`config.mk`:
```
export PLATFORM = sky130hd
export DESIGN_NAME = ild_pll_control
export DESIGN_NICKNAME = d
export VERILOG_FILES = /design/src/rtl/ild_divider.v /design/src/rtl/ild_pll_control.v
export VERILOG_INCLUDE_DIRS = /design/src /design/src/rtl
export SDC_FILE = /design/constraint.sdc
export NUM_CORES = 1
export LEC_CHECK = 0
export BUFFER_PORTS_ARGS = -buffer_cell sky130_fd_sc_hd__clkbuf_2
export CAP_MARGIN = 20
export CELL_PAD_IN_SITES_DETAIL_PLACEMENT = 0
export CELL_PAD_IN_SITES_GLOBAL_PLACEMENT = 2
export CORE_ASPECT_RATIO = 1.5
export CORE_MARGIN = 2
export CORE_UTILIZATION = 46
export CTS_BUF_LIST = sky130_fd_sc_hd__clkbuf_4 sky130_fd_sc_hd__clkbuf_8 sky130_fd_sc_hd__clkbuf_16
export CTS_CLUSTER_DIAMETER = 60
export CTS_CLUSTER_SIZE = 40
export DETAILED_ROUTE_END_ITERATION = 16
export PLACE_DENSITY_LB_ADDON = 0.12
export SLEW_MARGIN = 0
export SYNTH_ARGS = -nofsm -noshare
export SYNTH_HDL_FRONTEND = slang
export SYNTH_HIERARCHICAL = 1
export SYNTH_SLANG_ARGS = --single-unit
export TNS_END_PERCENT = 20
```
`constraint.sdc`:
```
create_clock -name i_clk_sys -period 9.7 [get_ports i_clk_sys]
set_input_delay 0 -clock i_clk_sys [delete_from_list [all_inputs] [get_ports i_clk_sys]]
set_output_delay 0 -clock i_clk_sys [all_outputs]
set_load 0.1 [all_outputs]
```
`src/rtl/ild_regs.vh`:
```
// address map, field positions and constants for the integer pll control block
`ifndef ILD_REGS_VH
`define ILD_REGS_VH
`define ILD_WORD_BITS     24
`define ILD_ADDR_HI       3
`define ILD_ADDR_LO       0
`define ILD_DATA_HI       23
`define ILD_DATA_LO       4
`define ILD_ADDR_AB       4'h1
`define ILD_ADDR_CP       4'h2
`define ILD_ADDR_REFPRE   4'h3
`define ILD_ADDR_FUNC     4'h4
`define ILD_A_HI          5
`define ILD_A_LO          0
`define ILD_B_HI          18
`define ILD_B_LO          6
`define ILD_NPUMP_HI      3
`define ILD_NPUMP_LO      0
`define ILD_BPUMP_HI      9
`define ILD_BPUMP_LO      6
`define ILD_R_HI          13
`define ILD_R_LO          0
`define ILD_MOD_HI        15
`define ILD_MOD_LO        14
`define ILD_FAST_HI       12
`define ILD_FAST_LO       0
`define ILD_LDSEL_BIT     13
`define ILD_SPEEDUP_BIT   16
`define ILD_LCNT_HI       18
`define ILD_LCNT_LO       17
`define ILD_MOD_8         2'h0
`define ILD_MOD_16        2'h1
`define ILD_MOD_32        2'h2
`define ILD_P_8           7'h08
`define ILD_P_16          7'h10
`define ILD_P_32          7'h20
`define ILD_LCNT_7        6'h07
`define ILD_LCNT_15       6'h0F
`define ILD_LCNT_31       6'h1F
`define ILD_LCNT_63       6'h3F
`define ILD_PHASE_WIN     8'h04
`define ILD_WORD_RST      20'h00000
`endif

```
`src/rtl/ild_divider.v`:
```
// programmable divider: one output pulse per ratio input events
`timescale 1ns/1ps
module ild_divider #(
	parameter W = 14
) (
	input  wire         i_clk_sys,
	input  wire         i_sys_rst,
	input  wire         i_restart,
	input  wire         i_event,
	input  wire [W-1:0] i_ratio,
	output reg          o_tick
);
	reg [W-1:0] count_reg;

	always @(posedge i_clk_sys or posedge i_sys_rst) begin
		if (i_sys_rst) begin
			count_reg <= {W{1'b0}};
			o_tick    <= 1'b0;
		end else if (i_restart) begin
			count_reg <= {W{1'b0}};
			o_tick    <= 1'b0;
		end else begin
			o_tick <= 1'b0;
			if (i_event) begin
				// ratio of zero or one acts as one: never stalls
				if (count_reg + {{(W-1){1'b0}}, 1'b1} >= i_ratio) begin
					count_reg <= {W{1'b0}};
					o_tick    <= 1'b1;
				end else begin
					count_reg <= count_reg + {{(W-1){1'b0}}, 1'b1};
				end
			end
		end
	end
endmodule

```
`src/rtl/ild_pll_control.v`:
```
// integer-n synthesizer control: serial port, dividers, fast lock, lock detect
`timescale 1ns/1ps
`include "ild_regs.vh"
module ild_pll_control #(
	parameter PHASE_WIN = `ILD_PHASE_WIN
) (
	input  wire       i_clk_sys,
	input  wire       i_sys_rst,
	input  wire       i_ser_clk,
	input  wire       i_ser_data,
	input  wire       i_load_strobe,
	input  wire       i_core_power_enable,
	input  wire       i_synth_active_enable,
	input  wire       i_rf_in,
	input  wire       i_reference_clock_in,
	output reg        o_lock_detect,
	output reg        o_loop_switch_closed,
	output reg  [3:0] o_pump_code,
	output reg  [4:0] o_pump_units,
	output reg        o_pump_hiz,
	output reg        o_pump_up,
	output reg        o_pump_down,
	output reg        o_modulus_high,
	output reg        o_compare_tick
);
	reg [23:0] shift_reg;
	reg        ser_clk_d_reg;
	reg        load_d_reg;
	reg        synth_d_reg;
	reg        rf_d_reg;
	reg        ref_d_reg;
	reg [19:0] stage_cp_reg;
	reg [19:0] stage_refpre_reg;
	reg [19:0] ab_reg;
	reg [19:0] cp_reg;
	reg [19:0] refpre_reg;
	reg [19:0] func_reg;
	reg        commit_reg;
	reg [5:0]  a_cnt_reg;
	reg [12:0] b_cnt_reg;
	reg        fb_tick_reg;
	reg [12:0] fast_cnt_reg;
	reg        up_reg;
	reg        down_reg;
	reg [7:0]  err_cnt_reg;
	reg [5:0]  good_cnt_reg;
	reg [5:0]  bad_cnt_reg;
	reg        dig_lock_reg;

	wire       normal_mode = i_core_power_enable & i_synth_active_enable;
	wire       ser_rise    = i_ser_clk & ~ser_clk_d_reg;
	wire       load_rise   = i_load_strobe & ~load_d_reg;
	wire       synth_rise  = i_synth_active_enable & ~synth_d_reg;
	wire       rf_rise     = i_rf_in & ~rf_d_reg;
	wire       ref_rise    = i_reference_clock_in & ~ref_d_reg;
	wire [3:0] wr_addr     = shift_reg[`ILD_ADDR_HI:`ILD_ADDR_LO];
	wire [19:0] wr_data    = shift_reg[`ILD_DATA_HI:`ILD_DATA_LO];
	wire [5:0] a_val       = ab_reg[`ILD_A_HI:`ILD_A_LO];
	wire [12:0] b_val      = ab_reg[`ILD_B_HI:`ILD_B_LO];
	wire [13:0] r_val      = refpre_reg[`ILD_R_HI:`ILD_R_LO];
	wire [1:0] mod_sel     = refpre_reg[`ILD_MOD_HI:`ILD_MOD_LO];
	wire       speedup     = func_reg[`ILD_SPEEDUP_BIT];
	wire       ld_analog   = func_reg[`ILD_LDSEL_BIT];
	wire       ref_tick;
	wire       pres_tick;
	reg  [6:0] p_val;
	reg  [5:0] lock_n;

	// modulus 11 is not allowed; it falls back to the smallest modulus
	always @* begin
		case (mod_sel)
			`ILD_MOD_8:  p_val = `ILD_P_8;
			`ILD_MOD_16: p_val = `ILD_P_16;
			`ILD_MOD_32: p_val = `ILD_P_32;
			default:     p_val = `ILD_P_8;
		endcase
	end

	always @* begin
		case (func_reg[`ILD_LCNT_HI:`ILD_LCNT_LO])
			2'h0:    lock_n = `ILD_LCNT_7;
			2'h1:    lock_n = `ILD_LCNT_15;
			2'h2:    lock_n = `ILD_LCNT_31;
			default: lock_n = `ILD_LCNT_63;
		endcase
	end

	// input edge history; all pins are sampled as synchronous levels
	always @(posedge i_clk_sys or posedge i_sys_rst) begin
		if (i_sys_rst) begin
			ser_clk_d_reg <= 1'b0;
			load_d_reg    <= 1'b0;
			synth_d_reg   <= 1'b0;
			rf_d_reg      <= 1'b0;
			ref_d_reg     <= 1'b0;
		end else begin
			ser_clk_d_reg <= i_ser_clk;
			load_d_reg    <= i_load_strobe;
			synth_d_reg   <= i_synth_active_enable;
			rf_d_reg      <= i_rf_in;
			ref_d_reg     <= i_reference_clock_in;
		end
	end

	// serial port; ignored in power-down since the core has no supply
	always @(posedge i_clk_sys or posedge i_sys_rst) begin
		if (i_sys_rst) begin
			shift_reg        <= 24'h000000;
			stage_cp_reg     <= `ILD_WORD_RST;
			stage_refpre_reg <= `ILD_WORD_RST;
			ab_reg           <= `ILD_WORD_RST;
			cp_reg           <= `ILD_WORD_RST;
			refpre_reg       <= `ILD_WORD_RST;
			func_reg         <= `ILD_WORD_RST;
			commit_reg       <= 1'b0;
		end else begin
			commit_reg <= 1'b0;
			if (i_core_power_enable & ~i_load_strobe & ser_rise) begin
				shift_reg <= {shift_reg[`ILD_WORD_BITS-2:0], i_ser_data};
			end
			// settings only change on writes, never on power pins
			if (i_core_power_enable & load_rise) begin
				case (wr_addr)
					`ILD_ADDR_CP:     stage_cp_reg <= wr_data;
					`ILD_ADDR_REFPRE: stage_refpre_reg <= wr_data;
					`ILD_ADDR_FUNC:   func_reg <= wr_data;
					`ILD_ADDR_AB: begin
						ab_reg     <= wr_data;
						cp_reg     <= stage_cp_reg;
						refpre_reg <= stage_refpre_reg;
						commit_reg <= 1'b1;
					end
					default: ;
				endcase
			end
		end
	end

	// reference divider gives the comparison clock
	ild_divider #(
		.W(14)
	) u_ref_div (
		.i_clk_sys (i_clk_sys),
		.i_sys_rst (i_sys_rst),
		.i_restart (~normal_mode | commit_reg),
		.i_event   (ref_rise),
		.i_ratio   (r_val),
		.o_tick    (ref_tick)
	);

	// dual-modulus prescaler; upper modulus while swallow count remains
	ild_divider #(
		.W(7)
	) u_prescaler (
		.i_clk_sys (i_clk_sys),
		.i_sys_rst (i_sys_rst),
		.i_restart (~normal_mode | commit_reg),
		.i_event   (rf_rise),
		.i_ratio   ((a_cnt_reg != 6'h00) ? p_val + 7'h01 : p_val),
		.o_tick    (pres_tick)
	);

	// swallow and program counters: total ratio p*b + a
	always @(posedge i_clk_sys or posedge i_sys_rst) begin
		if (i_sys_rst) begin
			a_cnt_reg   <= 6'h00;
			b_cnt_reg   <= 13'h0000;
			fb_tick_reg <= 1'b0;
		end else if (~normal_mode | commit_reg) begin
			a_cnt_reg   <= a_val;
			b_cnt_reg   <= b_val;
			fb_tick_reg <= 1'b0;
		end else begin
			fb_tick_reg <= 1'b0;
			if (pres_tick) begin
				if (b_cnt_reg <= 13'h0001) begin
					a_cnt_reg   <= a_val;
					b_cnt_reg   <= b_val;
					fb_tick_reg <= 1'b1;
				end else begin
					b_cnt_reg <= b_cnt_reg - 13'h0001;
					if (a_cnt_reg != 6'h00) begin
						a_cnt_reg <= a_cnt_reg - 6'h01;
					end
				end
			end
		end
	end

	// fast lock timer counts comparison periods
	always @(posedge i_clk_sys or posedge i_sys_rst) begin
		if (i_sys_rst) begin
			fast_cnt_reg <= 13'h0000;
		end else if (speedup & (commit_reg | (synth_rise & i_core_power_enable))) begin
			fast_cnt_reg <= func_reg[`ILD_FAST_HI:`ILD_FAST_LO];
		end else if (~speedup) begin
			fast_cnt_reg <= 13'h0000;
		end else if (ref_tick & (fast_cnt_reg != 13'h0000)) begin
			fast_cnt_reg <= fast_cnt_reg - 13'h0001;
		end
	end

	// phase detector and phase-error measurement
	always @(posedge i_clk_sys or posedge i_sys_rst) begin
		if (i_sys_rst) begin
			up_reg       <= 1'b0;
			down_reg     <= 1'b0;
			err_cnt_reg  <= 8'h00;
			good_cnt_reg <= 6'h00;
			bad_cnt_reg  <= 6'h00;
			dig_lock_reg <= 1'b0;
		end else if (~normal_mode | commit_reg) begin
			up_reg       <= 1'b0;
			down_reg     <= 1'b0;
			err_cnt_reg  <= 8'h00;
			good_cnt_reg <= 6'h00;
			bad_cnt_reg  <= 6'h00;
			dig_lock_reg <= 1'b0;
		end else if ((up_reg | ref_tick) & (down_reg | fb_tick_reg)) begin
			// both edges seen: one comparison done, the error width judged
			up_reg      <= 1'b0;
			down_reg    <= 1'b0;
			err_cnt_reg <= 8'h00;
			if (err_cnt_reg < PHASE_WIN) begin
				bad_cnt_reg <= 6'h00;
				if (good_cnt_reg >= lock_n) begin
					dig_lock_reg <= 1'b1;
				end else begin
					good_cnt_reg <= good_cnt_reg + 6'h01;
					dig_lock_reg <= dig_lock_reg | (good_cnt_reg + 6'h01 >= lock_n);
				end
			end else begin
				good_cnt_reg <= 6'h00;
				if (bad_cnt_reg + 6'h01 >= lock_n) begin
					dig_lock_reg <= 1'b0;
					bad_cnt_reg  <= lock_n;
				end else begin
					bad_cnt_reg <= bad_cnt_reg + 6'h01;
				end
			end
		end else begin
			up_reg   <= up_reg | ref_tick;
			down_reg <= down_reg | fb_tick_reg;
			// saturating width counter; a stuck edge still reads as large
			if ((up_reg | down_reg) & (err_cnt_reg != 8'hFF)) begin
				err_cnt_reg <= err_cnt_reg + 8'h01;
			end
		end
	end

	// outputs, all registered
	always @(posedge i_clk_sys or posedge i_sys_rst) begin
		if (i_sys_rst) begin
			o_lock_detect        <= 1'b0;
			o_loop_switch_closed <= 1'b0;
			o_pump_code          <= 4'h0;
			o_pump_units         <= 5'h01;
			o_pump_hiz           <= 1'b1;
			o_pump_up            <= 1'b0;
			o_pump_down          <= 1'b0;
			o_modulus_high       <= 1'b0;
			o_compare_tick       <= 1'b0;
		end else begin
			o_lock_detect  <= ld_analog ? ~(up_reg | down_reg) : dig_lock_reg;
			o_modulus_high <= normal_mode & (a_cnt_reg != 6'h00);
			o_compare_tick <= ref_tick;
			// power-down and power-save both float the pump
			o_pump_hiz     <= ~normal_mode;
			o_pump_up      <= normal_mode & up_reg & ~down_reg;
			o_pump_down    <= normal_mode & down_reg & ~up_reg;
			if (speedup & (fast_cnt_reg != 13'h0000)) begin
				o_loop_switch_closed <= normal_mode;
				o_pump_code  <= cp_reg[`ILD_BPUMP_HI:`ILD_BPUMP_LO];
				o_pump_units <= {1'b0, cp_reg[`ILD_BPUMP_HI:`ILD_BPUMP_LO]} + 5'h01;
			end else begin
				o_loop_switch_closed <= 1'b0;
				o_pump_code  <= cp_reg[`ILD_NPUMP_HI:`ILD_NPUMP_LO];
				o_pump_units <= {1'b0, cp_reg[`ILD_NPUMP_HI:`ILD_NPUMP_LO]} + 5'h01;
			end
		end
	end
endmodule

```
---- Word-level counts from Yosys, hierarchy flattened ----
Cells that the tools add are included.
storage, ports and cells
  register bits ........................... 214
  output and inout bits ................... 16
cells by class
  reduce and logical (&&, ||, !) cells .... 17
  add/sub/neg operators ................... 11
  bitwise gates (word level) .............. 36
  magnitude comparators ................... 7
  equal/unequal tests ..................... 11
  multiplexer cells ....................... 54
operators with widths
  operator                                                                           number
  13-bit two-way mux                                                                 6
  6-bit two-way mux                                                                  12
  14-bit two-way mux                                                                 3
  7-bit two-way mux                                                                  4
  13-bit by 1-bit subtractor with 13-bit output, second input constant               2
  8-bit two-way mux                                                                  3
  1-bit two-way mux                                                                  22
  1-bit AND                                                                          20
  6-bit >= comparator                                                                3
  6-bit case mux with 3 select lines                                                 1
  14-bit by 1-bit adder with 14-bit output, second input constant                    1
  7-bit by 1-bit adder with 7-bit output, second input constant                      2
  14-bit >= comparator                                                               1
  2-bit AND reduction                                                                7
  13-bit by 1-bit less-or-equal comparator with 1-bit output, second input constant  1
  13-bit nonzero test                                                                1
  6-bit by 1-bit adder with 6-bit output, second input constant                      2
  6-bit case mux with 2 select lines                                                 1
  4-bit by 1-bit adder with 5-bit output, second input constant                      2
  1-bit inverter                                                                     10
  3-bit nonzero test                                                                 3
  8-bit by 1-bit adder with 8-bit output, second input constant                      1
  4-bit by 2-bit equality test with 1-bit output, second input constant              2
  8-bit by 3-bit less-than comparator with 1-bit output, second input constant       1
  other kinds (15)                                                                   25

---- Longest topological paths before layout ----
  word-level depth ........................ 8
  gate-level depth with buffers ........... 11
  gate-level depth less buffers ........... 10

---- Cells and area by module ----
Netlist, hierarchy kept.
by module, submodules not included
  module                      area an instance (µm²)  times used  cells an instance  sequential area each (µm²)
  ild_pll_control             8474.4                  1           715                4631.9
  ild_divider at u_ref_div    1108.6                  1           113                375.4
  ild_divider at u_prescaler  611.8                   1           62                 200.2

---- Least setup slack after synthesis ----
OpenSTA, ideal clock, no wires.
  path kind ............................... reg-to-reg
  start ................................... reg u_ref_div.count_reg[0]
  end ..................................... reg u_ref_div.count_reg[10]
  path slack .............................. 7147 ps
  path buffers ............................ 1
  data required time ...................... 9579 ps
  arrival time ............................ 2432 ps
  stages on the path, launching flop included .. 12
  clock period less this slack ............ 2553 ps
  cell sequence ........................... dfrtp_1 > ha_1 > and3_1 > nand3_1 > xnor2_1 > ha_1 > nand4_2 > or2_0 > a311oi_2 > nor3_2 > buf_6 > a22o_1
between the ends
  cells in the longest elaborated chain, start to end .. 5
ends and longest elaborated chain
  item                                          line                                text
  from (decl)                                   ild_divider.v:13                    reg [W-1:0] count_reg;
  from (signal assigned)                        ild_divider.v:17                    count_reg <= {W{1'b0}};
  from (signal assigned)                        ild_divider.v:20                    count_reg <= {W{1'b0}};
  from (signal assigned)                        ild_divider.v:27                    count_reg <= {W{1'b0}};
  14-bit by 1-bit adder with 14-bit output (*)  ild_divider.v:26, ild_divider.v:30
  14-bit >= comparator                          ild_divider.v:26                    if (count_reg + {{(W-1){1'b0}}, 1'b1} >= i_ratio) begin
  14-bit two-way mux (*)                        ild_divider.v:26
  14-bit two-way mux (*)                        ild_divider.v:24                    if (i_event) begin
  14-bit two-way mux (*)                        ild_divider.v:19                    end else if (i_restart) begin
Mark *: on every way between the ends. The rest lies on a longest branch, timed or not. The select of a mux whose other input is x is not followed.
A chain may end at the register's enable or synchronous reset.

---- Final worst setup path ----
  start ................................... reg u_ref_div.count_reg[0]
  end ..................................... reg u_ref_div.count_reg[9]
The elaborated chain is that of the path after synthesis.

==> run_results.csv <==
group,metric,value,unit
logic_synthesis,yosys_warnings,6,
grt,grt_use_total,0.196,
detailed_routing,drt_iter0_markers,357,
grt,grt-busiest-layer,"met2",
logic_synthesis,yosysSeqAreaShare,0.511,
die,floorplan.initialDensity,0.469,
clock_tree,htreeDepth,1,
die,core_area,21700,sq um
flow_run,drv_cap,0,
clock_tree,root_buffer,"clkbuf_16",
sta,fin_crit,3.06,ns
sta,slew_headroom,0.340,
layout,fin_util,0.518,
logic_synthesis,syn_area,10200,sq um
grt,met3_usage,0.0192,
power,vdd_drop_max,0.000205,V
sta,rsz0062_at_grt,"false",
detailed_routing,post_drt_wl_per_cell,18.8,um
grt,grt.met2_usage,0.362,
sta,layout_setup_ws,6.64,ns
die,design.portCount,25,
logic_synthesis,yosys_register_bits,208,
grt,overflow,0,
die,row_count,66,
worst_setup_path,startpoint_type,"flip-flop",
logic_synthesis,synthArstFlopShare,1.00,
layout,area_delta_synth_final,10.3,%
detailed_routing,antenna_left,0,
sta,tns,0,ns
sta,finalHoldViolCount,0,
sta,layout_worst_path_cycle_share,0.316,
clock_tree,cts_made_buffers,15,
clock_tree,cts_tree,"done",
detailed_routing,drtPass1Iterations,4,
placed_design,portBuffers,24,
layout,layout.cells.most_common,"dfrtp_1",
clock_tree,cts_resized,0,
grt,grt_pass1_vias,7347,
logic_synthesis,synth.distinct_cells,84,
grt,grt_max_degree,119,
clock_tree,clkLatencyLatePin,0.52,ns
power,p_total,1.79,mW
layout,layout-drive-gt1-share,0.209,
worst_setup_path,cp_slowest_cell,"nor3_2",
worst_hold_path,hold_path_class,"input port to async pin",
logic_synthesis,synth_edf_count,0,
grt,use_met1,0.241,
die,die_area,23400,sq um
status,status,"completed",
sta,setup_viol_count_final,0,
detailed_routing,wirelength,22.5,mm
worst_setup_path,worstReg2RegStart,"u_ref_div/count_reg[0]",
worst_setup_path,regToRegEndpoint,"u_ref_div/count_reg[9]",
layout,antenna_cells,0,
layout,largest_register_ffs,23,
die,die_h,186,um
clock_tree,clk_pin_slew_worst_paths,0.13,ns
layout,nFillCells,1931,
worst_setup_path,worstPathArrival,3.52,ns
placed_design,dpl.hpwl,15.7,mm
worst_setup_path,crit_required,10.15,ns
sta,drv_slew,0,
power,leakage,5.34,nW
layout,nNetsFinal,973,
clock_tree,clk_path_buf_depth,3,
detailed_routing,route.detailed.drc,0,
detailed_routing,vias,6934,
sta,fin_skew,0.0663,ns
worst_setup_path,rr_worst_depth,10,
clock_tree,clock-sinks,208,
worst_setup_path,cpMostUsedCell,"ha_1",
logic_synthesis,syn-instance-count,890,
logic_synthesis,synth.avg_cell_area,11.5,sq um
worst_setup_path,crit_path_end_kind,"flip-flop",
sta,tightest_slew,0.984,ns
worst_setup_path,crit_path_max_incr_delay,0.65,ns
layout,final_cell_mix,"206 x dfrtp_1, 107 x mux2_2, 53 x nor2_1, 47 x inv_1, 47 x a21oi_1",
layout,final_area,11200,sq um
placed_design,dpl_worst_slack,6.63,ns
placed_design,dpl_cell_area,10600,sq um
logic_synthesis,synth_flop_cell,"dfrtp_1",
worst_setup_path,path_cells,"ha_1 -> and3_1 -> nand3_1 -> xnor2_1 -> ha_1 -> nand4_2 -> o22ai_1 -> a211o_1 -> nor3_2 -> a22o_1",
grt,antenna_found_initial,0,
worst_setup_path,path_max_fanout,14,
power,pwr_density_cell,159,nW/um^2
worst_setup_path,r2r_slack,6.64,ns
detailed_routing,routed_via_density,5.78,
worst_setup_path,critical_path_class,"flip-flop to flip-flop",
sta,maxClockFrequency,326,MHz
die,die_width,126,um
placed_design,routabilityCongestion,0.818,
grt,grt_pass1_wl,37.7,mm
report_power, final:
group	internal, mW	total, mW	switching, mW
Clock	0.315	0.675	0.360
Sequential	0.895	0.928	0.0321
Combinational	0.0679	0.183	0.116
Total	1.28	1.79	0.508
repair_timing:
item / CTS / global route
endpoints found under the hold margin: 148 / 0
buffers inserted: 0 / 0
hold buffers: 8 / 0
cell type report:
class	count	area [sq um]	area share
Clock buffer	15	375	0.0334
Clock inverter	10	148	0.0131
Inverter	48	185	0.0165
Multi-Input combinational cell	606	4710	0.419
Sequential cell	208	5210	0.463
Tap cell	272	340	0.0303
Timing Repair Buffer	40	280	0.0249
metrics by stage:
| stage | hold WS (ns) | instances |
|---|---|---|
| 2_1_floorplan | -0.184 | 892 |
| 3_3_place_gp | 0.0906 | 1165 |
| 3_5_place_dp | 0.0940 | 1165 |
| 4_1_cts | 0.136 | 1198 |
| 5_1_grt | 0.134 | 1199 |
| 6_report | 0.123 | 1199 |
kinds of logic (layout without fill, tap and decap cells):
| family | after synthesis | count (layout) | synth area share |
|---|---|---|---|
| adder cells (fa/ha/maj) | 45 | 45 | 0.0552 |
| multiplexers | 113 | 113 | 0.124 |
| AO/OA/AOI/OAI | 176 | 176 | 0.125 |
| XOR/XNOR | 33 | 33 | 0.0283 |
| other | 1 | 3 | 0.000368 |
| AND/OR/NAND/NOR | 236 | 236 | 0.125 |
| buffers and inverters | 78 | 113 | 0.0309 |
| flip-flops | 208 | 208 | 0.511 |
worst max-delay path: cells and delay by family, from the launching register on:
family                   cells  cell delay (ns)
XOR/XNOR                     1             0.27
AND/OR/NAND/NOR              4             1.14
adder cells (fa/ha/maj)      2             0.53
flip-flops                   1             0.46
AO/OA/AOI/OAI                3             0.61
worst max-delay path by stage:
stage                            from                endpoint  slack [ns]  cells past startpoint
6_report       u_ref_div/count_reg[0]  u_ref_div/count_reg[9]        6.64                     10
2_1_floorplan               i_sys_rst            a_cnt_reg[0]        4.67                      1
3_3_place_gp   u_ref_div/count_reg[0]  u_ref_div/count_reg[9]        6.76                     10
4_1_cts        u_ref_div/count_reg[0]  u_ref_div/count_reg[9]        6.60                     10
3_5_place_dp   u_ref_div/count_reg[0]  u_ref_div/count_reg[9]        6.63                     10
5_1_grt        u_ref_div/count_reg[0]  u_ref_div/count_reg[9]        6.40                     10
metal layers:
metal	wire [um]	vias up
li1	-	3301
met1	9410	3524
met2	12100	78
met3	502	31
met4	504	0
met5	0	-
cell usage after synthesis, types with 8 or more instances:
| cell type | count | area (sq um) |
|---|---|---|
| nand2b_1 | 8 | 50.1 |
| nand2_1 | 43 | 161 |
| nor3_1 | 19 | 95.1 |
| o21ai_0 | 28 | 140 |
| dfrtp_1 | 206 | 5150 |
| nand4_1 | 10 | 62.6 |
| clkbuf_1 | 20 | 75.1 |
| a32o_1 | 8 | 80.1 |
| xnor2_1 | 23 | 201 |
| a31oi_1 | 8 | 50.1 |
| a22o_1 | 13 | 114 |
| xor2_1 | 10 | 87.6 |
| and3_1 | 8 | 50.1 |
| nor4_1 | 10 | 62.6 |
| nand3_1 | 35 | 175 |
| inv_1 | 48 | 180 |
| ha_1 | 45 | 563 |
| mux2_2 | 107 | 1200 |
| nor2_1 | 53 | 199 |
| or3_1 | 8 | 50.1 |
| a21oi_1 | 47 | 235 |
| a21o_1 | 8 | 60.1 |
(Power assumes the default switching activity.)
